### config.mk
export PLATFORM = sky130hd
export DESIGN_NAME = esq_scheduler
export DESIGN_NICKNAME = d
export VERILOG_FILES = /design/src/rtl/esq_pkg.sv /design/src/rtl/esq_scheduler.sv
export SDC_FILE = /design/constraint.sdc
export NUM_CORES = 2
export LEC_CHECK = 0
export BUFFER_PORTS_ARGS = -buffer_cell sky130_fd_sc_hd__buf_2
export CAP_MARGIN = 20
export CORE_MARGIN = 4
export CORE_UTILIZATION = 45
export CTS_CLUSTER_DIAMETER = 80
export DETAILED_ROUTE_END_ITERATION = 10
export GPL_TIMING_DRIVEN = 0
export PLACE_DENSITY = 0.64
export SYNTH_ARGS = -nofsm -noshare
export SYNTH_HDL_FRONTEND = slang
export SYNTH_SLANG_ARGS = --single-unit
export TNS_END_PERCENT = 50
### constraint.sdc
create_clock -name mclk -period 8.9 [get_ports mclk]
set_input_delay 0.89 -clock mclk [delete_from_list [all_inputs] [get_ports mclk]]
set_output_delay 0.89 -clock mclk [all_outputs]
set_load 0.03 [all_outputs]
### src/rtl/esq_pkg.sv
// Constants and types for the egress queue scheduler and credit shaper.
// Assumes one instance per switch port and a plain one-cycle register port.
package esq_pkg;
   localparam int NQ = 4;
   localparam int ADDR_W = 16;
   localparam int DATA_W = 16;
   localparam int CR_W = 34;
   localparam int FRAC_W = 16;

   localparam logic [15:0] OFF_QINDEX = 16'h0900;
   localparam logic [15:0] OFF_SCHED_CTRL = 16'h0914;
   localparam logic [15:0] OFF_RR_WEIGHT = 16'h0915;
   localparam logic [15:0] OFF_HIGH_MARK = 16'h0916;
   localparam logic [15:0] OFF_LOW_MARK = 16'h0918;
   localparam logic [15:0] OFF_INCREMENT = 16'h091a;
   localparam logic [15:0] OFF_QCOUNT = 16'h0920;
   localparam logic [15:0] OFF_CREDIT = 16'h0922;

   localparam int SCHED_LSB = 6;
   localparam int SHAPER_LSB = 4;
   localparam int WEIGHT_W = 7;

   localparam logic [1:0] RST_QINDEX = 2'h0;
   localparam logic [WEIGHT_W-1:0] RST_WEIGHT = 7'h01;
   localparam logic [15:0] RST_HIGH_MARK = 16'h0534;
   localparam logic [15:0] RST_LOW_MARK = 16'h05f2;
   localparam logic [15:0] RST_INCREMENT = 16'h2000;

   typedef enum logic [1:0] {
      ESQ_STRICT = 2'b00,
      ESQ_WRR = 2'b10
   } esq_sched_t;

   typedef enum logic [1:0] {
      ESQ_NO_SHAPE = 2'b00,
      ESQ_CBS = 2'b01
   } esq_shape_t;

   typedef enum logic [1:0] {
      ESQ_ONE_Q = 2'b00,
      ESQ_TWO_Q = 2'b01,
      ESQ_FOUR_Q = 2'b10
   } esq_qcount_t;

   localparam logic [1:0] RST_SCHED = 2'b10;
   localparam logic [1:0] RST_SHAPER = 2'b00;
   localparam logic [1:0] RST_QCOUNT = 2'b10;

   localparam logic [CR_W-1:0] CREDIT_BYTE = 34'h0_0001_0000;

   typedef struct packed {
      logic [ADDR_W-1:0] addr;
      logic [DATA_W-1:0] wdata;
      logic wr;
      logic rd;
   } esq_bus_req_t;
endpackage

### src/rtl/esq_scheduler.sv
// Egress queue scheduler with per-queue credit based shaper for one switch port.
// Assumes a same-clock register master and same-clock queue status from the queue manager.
//
// Contract
// - Settings per queue, addressed via queue index
// - Mode bits 7:6: 00 strict, 10 WRR
// - Mode matters only with two/four queues
// - Strict: higher queue number served first
// - WRR: up to weight packets, then next
// - Shaper bits 5:4: 00 off, 01 CBS
// - Seven-bit weight per queue, reset one
// - Single queue ignores round-robin weights
// - Sixteen-bit high water mark, reset 0x0534
// - Sixteen-bit low water mark, reset 0x05f2
// - Sixteen-bit credit increment, reset 0x2000
// - Index bits 1:0 pick queue, reset zero
//
// Decided for this implementation: the plain strobed port.
`timescale 1ns/1ps
module esq_scheduler (
   input wire logic mclk,
   input wire logic rst_n,
   input wire esq_pkg::esq_bus_req_t bus,
   output logic [esq_pkg::DATA_W-1:0] rd_data,
   input wire logic [esq_pkg::NQ-1:0] q_pending,
   input wire logic sched_req,
   input wire logic tx_active,
   input wire logic tx_byte,
   output logic grant_valid,
   output logic [1:0] grant_queue
);
   logic [1:0] q_index;
   logic [1:0] sched_mode [esq_pkg::NQ];
   logic [1:0] shaper_mode [esq_pkg::NQ];
   logic [esq_pkg::WEIGHT_W-1:0] weight [esq_pkg::NQ];
   logic [15:0] high_mark [esq_pkg::NQ];
   logic [15:0] low_mark [esq_pkg::NQ];
   logic [15:0] increment [esq_pkg::NQ];
   logic [1:0] q_count;
   logic signed [esq_pkg::CR_W-1:0] credit [esq_pkg::NQ];
   logic signed [esq_pkg::CR_W-1:0] next_credit [esq_pkg::NQ];
   logic [esq_pkg::WEIGHT_W-1:0] sent_cnt;
   logic [1:0] cur_q;

   // Highest set bit of a queue mask
   function automatic logic [1:0] pick_high(input logic [3:0] m);
      logic [1:0] r;
      r = 2'h0;
      for (int i = 0; i < 4; i++) begin
         if (m[i]) begin
            r = 2'(i);
         end
      end
      return r;
   endfunction

   // First set bit after the current queue, wrapping
   function automatic logic [1:0] pick_next(input logic [3:0] m, input logic [1:0] c);
      logic [1:0] r;
      logic [1:0] k;
      r = c;
      for (int i = 3; i >= 1; i--) begin
         k = c + 2'(i);
         if (m[k]) begin
            r = k;
         end
      end
      return r;
   endfunction

   // Keep a credit between the negative low mark and the high mark
   function automatic logic signed [esq_pkg::CR_W-1:0] clamp_credit(
      input logic signed [esq_pkg::CR_W-1:0] v, input logic [15:0] hi, input logic [15:0] lo);
      logic signed [esq_pkg::CR_W-1:0] top;
      logic signed [esq_pkg::CR_W-1:0] bot;
      top = $signed({2'b00, hi, 16'h0000});
      bot = -$signed({2'b00, lo, 16'h0000});
      if (v > top) begin
         return top;
      end
      if (v < bot) begin
         return bot;
      end
      return v;
   endfunction

   // Register decode
   wire wr_qindex = bus.wr && bus.addr == esq_pkg::OFF_QINDEX;
   wire wr_ctrl = bus.wr && bus.addr == esq_pkg::OFF_SCHED_CTRL;
   wire wr_weight = bus.wr && bus.addr == esq_pkg::OFF_RR_WEIGHT;
   wire wr_high = bus.wr && bus.addr == esq_pkg::OFF_HIGH_MARK;
   wire wr_low = bus.wr && bus.addr == esq_pkg::OFF_LOW_MARK;
   wire wr_incr = bus.wr && bus.addr == esq_pkg::OFF_INCREMENT;
   wire wr_qcount = bus.wr && bus.addr == esq_pkg::OFF_QCOUNT;

   // Indexed read view, reserved bits forced to zero
   wire [15:0] rd_ctrl = {8'h00, sched_mode[q_index], shaper_mode[q_index], 4'h0};
   wire [15:0] rd_weight = {9'h000, weight[q_index]};
   wire [15:0] rd_credit = credit[q_index][31:16];
   wire [15:0] rd_mux =
      (bus.addr == esq_pkg::OFF_QINDEX) ? {14'h0000, q_index} :
      (bus.addr == esq_pkg::OFF_SCHED_CTRL) ? rd_ctrl :
      (bus.addr == esq_pkg::OFF_RR_WEIGHT) ? rd_weight :
      (bus.addr == esq_pkg::OFF_HIGH_MARK) ? high_mark[q_index] :
      (bus.addr == esq_pkg::OFF_LOW_MARK) ? low_mark[q_index] :
      (bus.addr == esq_pkg::OFF_INCREMENT) ? increment[q_index] :
      (bus.addr == esq_pkg::OFF_QCOUNT) ? {14'h0000, q_count} :
      (bus.addr == esq_pkg::OFF_CREDIT) ? rd_credit : 16'h0000;

   // Enabled queues and eligibility
   wire single_q = q_count == esq_pkg::ESQ_ONE_Q;
   wire [3:0] en_mask = single_q ? 4'h1 : (q_count == esq_pkg::ESQ_TWO_Q) ? 4'h3 : 4'hf;
   logic [3:0] credit_ok;
   logic [3:0] is_strict;
   always_comb begin
      for (int q = 0; q < esq_pkg::NQ; q++) begin
         credit_ok[q] = shaper_mode[q] != esq_pkg::ESQ_CBS || !credit[q][esq_pkg::CR_W-1];
         is_strict[q] = sched_mode[q] == esq_pkg::ESQ_STRICT;
      end
   end
   wire [3:0] elig = q_pending & en_mask & credit_ok;
   wire [3:0] strict_elig = elig & is_strict;
   wire [3:0] wrr_elig = elig & ~is_strict;

   // Queue choice
   wire stay_cur = wrr_elig[cur_q] && sent_cnt < weight[cur_q];
   wire [1:0] wrr_pick = stay_cur ? cur_q : pick_next(wrr_elig, cur_q);
   wire [1:0] pick =
      single_q ? 2'h0 :
      (strict_elig != 4'h0) ? pick_high(strict_elig) :
      wrr_pick;
   wire do_grant = sched_req && elig != 4'h0;
   wire same_run = !single_q && !is_strict[pick] && pick == cur_q && stay_cur;
   wire [esq_pkg::WEIGHT_W-1:0] next_sent = same_run ? sent_cnt + 7'h01 : 7'h01;

   // Credit evolution per queue
   always_comb begin
      for (int q = 0; q < esq_pkg::NQ; q++) begin
         next_credit[q] = credit[q];
         if (shaper_mode[q] != esq_pkg::ESQ_CBS) begin
            next_credit[q] = '0;
         end else if (tx_active && grant_queue == 2'(q)) begin
            if (tx_byte) begin
               next_credit[q] = credit[q] - $signed(esq_pkg::CREDIT_BYTE);
            end
         end else if (q_pending[q]) begin
            next_credit[q] = credit[q] + $signed({18'h00000, increment[q]});
         end else if (credit[q] > 0) begin
            next_credit[q] = '0;
         end else if (credit[q] < 0) begin
            next_credit[q] = credit[q] + $signed({18'h00000, increment[q]});
            if (next_credit[q] > 0) begin
               next_credit[q] = '0;
            end
         end
         next_credit[q] = clamp_credit(next_credit[q], high_mark[q], low_mark[q]);
      end
   end

   // Global registers and read data
   always_ff @(posedge mclk or negedge rst_n) begin
      if (!rst_n) begin
         q_index <= esq_pkg::RST_QINDEX;
         q_count <= esq_pkg::RST_QCOUNT;
         rd_data <= '0;
      end else begin
         if (wr_qindex) begin
            q_index <= bus.wdata[1:0];
         end
         if (wr_qcount) begin
            q_count <= bus.wdata[1:0];
         end
         rd_data <= bus.rd ? rd_mux : 16'h0000;
      end
   end

   // Indexed per-queue settings
   always_ff @(posedge mclk or negedge rst_n) begin
      if (!rst_n) begin
         for (int q = 0; q < esq_pkg::NQ; q++) begin
            sched_mode[q] <= esq_pkg::RST_SCHED;
            shaper_mode[q] <= esq_pkg::RST_SHAPER;
            weight[q] <= esq_pkg::RST_WEIGHT;
            high_mark[q] <= esq_pkg::RST_HIGH_MARK;
            low_mark[q] <= esq_pkg::RST_LOW_MARK;
            increment[q] <= esq_pkg::RST_INCREMENT;
         end
      end else begin
         if (wr_ctrl) begin
            sched_mode[q_index] <= bus.wdata[esq_pkg::SCHED_LSB+:2];
            shaper_mode[q_index] <= bus.wdata[esq_pkg::SHAPER_LSB+:2];
         end
         if (wr_weight) begin
            weight[q_index] <= bus.wdata[esq_pkg::WEIGHT_W-1:0];
         end
         if (wr_high) begin
            high_mark[q_index] <= bus.wdata;
         end
         if (wr_low) begin
            low_mark[q_index] <= bus.wdata;
         end
         if (wr_incr) begin
            increment[q_index] <= bus.wdata;
         end
      end
   end

   // Shaper credits
   always_ff @(posedge mclk or negedge rst_n) begin
      if (!rst_n) begin
         for (int q = 0; q < esq_pkg::NQ; q++) begin
            credit[q] <= '0;
         end
      end else begin
         for (int q = 0; q < esq_pkg::NQ; q++) begin
            credit[q] <= next_credit[q];
         end
      end
   end

   // Grants
   always_ff @(posedge mclk or negedge rst_n) begin
      if (!rst_n) begin
         grant_valid <= 1'b0;
         grant_queue <= 2'h0;
         cur_q <= 2'h0;
         sent_cnt <= '0;
      end else begin
         grant_valid <= do_grant;
         if (do_grant) begin
            grant_queue <= pick;
            cur_q <= pick;
            sent_cnt <= next_sent;
         end
      end
   end
endmodule

Yosys cells after proc, flatten, opt, wreduce, memory -nomap -nowiden

Index checks and enable logic that the tools add are counted.

Flip-flop bits (word level): 402
Output and inout port bits: 19
Word-level logic and storage cells: 261

Add/sub/neg operators: 16
Order comparisons: 29
Equal/unequal tests: 17
Multiplexer cells: 123
Bitwise gates (word level): 7
Reductions and logical operators: 35

Operator list:

| cell                   | number |
|---|---|
| $mux 34                | 44 |
| $gt 34x1->1 const B    | 8 |
| $mux 16                | 16 |
| $bwmux 64              | 3 |
| $add 34x17->34         | 4 |
| $gt 34x33->1           | 4 |
| $lt 34x1->1 const B    | 4 |
| $lt 34x34->1           | 4 |
| $neg 32->34            | 4 |
| $sub 34x18->34 const B | 4 |
| $eq 16x12->1 const B   | 8 |
| $bmux 16 s2            | 3 |
| $bmux 34 s2            | 1 |
| $mux 32                | 2 |
| $mux 7                 | 6 |
| $demux 16 s2           | 1 |
| $bmux 7 s2             | 2 |
| $bwmux 28              | 1 |
| $mux 2                 | 13 |
| $mux 1                 | 18 |
| $logic_and 1x1->1      | 17 |
| $and 4x4->4            | 4 |
| $bwmux 8               | 2 |
| $lt 2x3->1 const B     | 5 |
| 21 further kinds       | 49 |

Logic depth before layout (Yosys ltp)

Depth after elaboration: 21
Mapped depth: 32
Depth with buffers taken out: 28

Worst setup path before layout

OpenSTA, ideal clock, no wires.

Kind: register to register
Start: register credit[45] in the netlist's numbering
End: register credit[35] in the netlist's numbering
Setup time: 94 ps
Arrival: 6,197 ps
Required time: 8,806 ps
Path slack: 2,609 ps
Stages on the path, launching flop included: 32
Path through: dfrtp_1 ha_1 clkbuf_1 and3_1 clkbuf_1 nor2b_1 a221o_1 nand2_1 nand2_1 inv_1 or3_1 ha_1 inv_1 a21o_1 a21oi_1 clkbuf_1 o32ai_1 o22a_1 ha_1 a21o_1 a21o_1 a21o_1 a21o_1 a21oi_1 o21ai_0 a221o_1 o21bai_1 a31o_2 o41ai_4 or3_1 clkbuf_1 a211oi_1

RTL lines:

| item                             | line                 | text |
|---|---|---|
| start: declaration               | esq_scheduler.sv:40  | `logic signed [esq_pkg::CR_W-1:0] credit [esq_pkg::NQ];` |
| start signal: indexed assignment | esq_scheduler.sv:216 | `credit[q] <= next_credit[q];` |

==> impl_metrics.ini <==
[final_layout]
layout_common_cells = nand2_1, dfrtp_1, nor2_1, ha_1, clkbuf_1
nNetsFinal = 4174
final_common_cell = nand2_1
drive_gt1_share_pct = 14.1
fillers = 6935
area_growth_pct = 10.6
final_cell_count_no_fill = 4905

[setup_path]
r2r-end = credit[78]
slowest_delay_ps = 530
cp.required_ps = 9370
reg2reg_depth = 27
crit_top_cell = clkbuf_1
crit_start = increment[35]
worstPathArrival_ps = 8840
rrSetupSlack_ps = 530
crit_buf_inv = 5
critPathKind = reg2reg
setup.worst_path.end = credit[78]
crit_cells = 27
reg2reg_from = increment[35]
crit_slowest_cell = o21ai_0
worstSetupStartpointType = register
crit_fanout = 10
endpoint_kind = register
cpLargestDelayFamily = compound AO/OA/AOI/OAI gates

[place]
post-place-ws_ps = 844
io_buffers = 56
hpwl_um = 107000
placed_cells = 4806
gp_congestion = 1.02

[job]
maxCapViolations = 0

[clock_network]
cts_root_buffer = clkbuf_16
cts_resized = 0
clock-sinks = 402
ctsHoldBuffers = 0
insertion_delay_ps = 620
postCtsSetupRepairBufs = 0
cts_max_level = 2
numCtsBuffers = 51
cts_tree = yes
clk_pin_slew_ps = 70
clk_path_buf_depth = 3

[sta]
timing.final.ws_setup_ps = 528
period_share_pct = 94.1
worstMarginPinSlew_ps = 1210
hold_viol = 0
fmax_ghz = 0.119
setup-violations-final = 0
rsz0062_at_grt = false
max_slew_margin_pct = 19.1
fin_skew_ps = 29.2
finalWorstPathRequiredPeriod_ps = 8370
finalMaxSlewViolations = 0

[drt]
drt_iter0_drc = 3709
drt_wl_total_um = 134000
avgRoutedWirePerCell_um = 27.4
via_count = 31900
via_per_inst = 6.50
drc = 0
drtAntennaViolNets = 0
drt_first_pass_iters = 6

[grt]
antenna_found_initial = 14
grt_max_degree = 110
grt_pass1_vias = 29600
grt_use_total_pct = 33.3
grt.overflow.total = 0
grt_pass1_wl_um = 196000

[synth]
synth-seq-area-share_pct = 30.6
ys_warn_count = 0
synth_nets = 4056
synth.distinct_cells = 99
avgSynthCellArea_um2 = 8.77
syn_inst = 3782
syn_area_um2 = 33200
async_flop_share_pct = 100
ys_ff_latch = 402
synth_edf_count = 0
ys.flop_type = dfrtp_1

[power_and_ir_drop]
p_total_uw = 4340
powerDensity_nw_per_um2 = 118
p_leak_uw = 0.0165
max-vdd-ir-drop_mv = 0.144

[die]
io_pins = 62
start_util_pct = 45.5
core_area_um2 = 73000
die_x_um = 279
die_area_um2 = 78100
die_height_um = 279
row_count = 99

[hold_path]
min_path_type = in2async

[run_status]
outcome = finished, final reports clean
logic make-up (layout without fill, tap and decap cells):
logic type	after synthesis	count (layout)	share of synthesized area [%]
flops	402	402	30.6
buf+inv	416	576	4.87
other cells	0	4	0
simple gates	1339	1339	19.7
fa+ha+maj	231	231	8.81
mux	302	302	13.0
compound gates	919	919	18.5
xor+xnor	173	173	4.57
worst register-to-register path: cells and delay by family (launching register included):
kind	cells	cell delay, ps
flops	1	520
simple gates	8	1620
fa+ha+maj	3	1060
compound gates	11	3260
buf+inv	5	1740
cells in the mapped netlist, types with 13 or more instances:
| cell | instances | area, um^2 |
|---|---|---|
| and2_1 | 35 | 219 |
| or3_1 | 46 | 288 |
| ha_1 | 227 | 2840 |
| nand3_1 | 123 | 616 |
| nand4_1 | 51 | 319 |
| a221oi_1 | 13 | 114 |
| a22oi_1 | 33 | 248 |
| clkbuf_1 | 201 | 754 |
| xor2_1 | 74 | 648 |
| xnor2_1 | 99 | 867 |
| a31oi_1 | 44 | 275 |
| nor3_1 | 93 | 465 |
| o21a_1 | 40 | 300 |
| nor2b_1 | 42 | 263 |
| a21o_1 | 73 | 548 |
| mux2i_1 | 23 | 230 |
| nand2_1 | 399 | 1500 |
| o22ai_1 | 34 | 213 |
| buf_2 | 14 | 70.1 |
| dfstp_2 | 61 | 1600 |
| a211oi_1 | 59 | 443 |
| o211ai_1 | 20 | 150 |
| nor4_1 | 50 | 313 |
| o21ai_0 | 190 | 951 |
| a21oi_1 | 203 | 1020 |
| dfrtp_1 | 341 | 8530 |
| mux4_2 | 82 | 1850 |
| a211o_1 | 14 | 123 |
| nor3b_1 | 20 | 150 |
| or2_2 | 19 | 119 |
| mux2_2 | 185 | 2080 |
| o31ai_1 | 21 | 158 |
| and3_1 | 37 | 231 |
| buf_1 | 16 | 60.1 |
| nand2b_1 | 45 | 282 |
| nor2_1 | 302 | 1130 |
| or4_1 | 29 | 218 |
| inv_1 | 176 | 661 |
| a2111oi_0 | 18 | 158 |
stage by stage:
| step | utilization, % | setup TNS [ps] | area (um^2) | hold WS (ps) |
|---|---|---|---|---|
| 3_3_place_gp | 47.5 | -499630 | 34600 | 503 |
| 6_report | 50.3 | 0 | 36700 | 75.3 |
| 5_1_grt | 50.2 | 0 | 36700 | 71.7 |
| 3_5_place_dp | 47.8 | 0 | 34900 | 511 |
| 4_1_cts | 50.2 | 0 | 36700 | 54.9 |
| 2_1_floorplan | - | 0 | 33200 | 466 |
per-layer routing:
metal  routed length (um)  up-vias  track usage, %  part of all wire [%]
met4                 8320        6            17.3                   6.2
met3                14100      318            7.01                    11
met5                   34        -               0                 0.025
li1                     -    14200               -                     -
met1                55300    15600            46.3                    41
met2                56500     1781            49.0                    42
worst min path at each step:
stage	from	endpoint	slack (ps)	cells after the start
detailed placement	weight[8]	weight[8]	510	1
CTS	rst_n	credit[92]	50	1
finish	rst_n	credit[92]	80	1
floorplan	high_mark[41]	credit[93]	470	2
global placement	weight[9]	weight[9]	500	1
global route	rst_n	credit[92]	70	1
power by group:
group	switching, uW	internal, uW	total (uW)
sequential	4.87	1830	1840
combinational	193	67.3	261
clock	935	1310	2240
flip-flops by register name, summed over array words and instances, names as in the netlist:
| signal | cells |
|---|---|
| sched_mode | 8 |
| rd_data | 16 |
| q_count | 2 |
| grant_queue | 2 |
| sent_cnt | 7 |
| increment | 64 |
| shaper_mode | 8 |
| weight | 28 |
| q_index | 2 |
| grant_valid | 1 |
| low_mark | 64 |
| credit | 136 |
| high_mark | 64 |
cell type report:
class	count	area (um^2)	area share (%)
diodes	4	10.0	0.0273
plain buffers	239	950	2.59
clock buffers	58	1340	3.66
clock inverters	37	453	1.24
inverters	177	664	1.81
multi-input cells	2964	21400	58.4
flip-flops and latches	402	10100	27.6
well taps	959	1200	3.27
repair buffers	65	493	1.34
No activity file was read; power rests on OpenSTA's default activity.
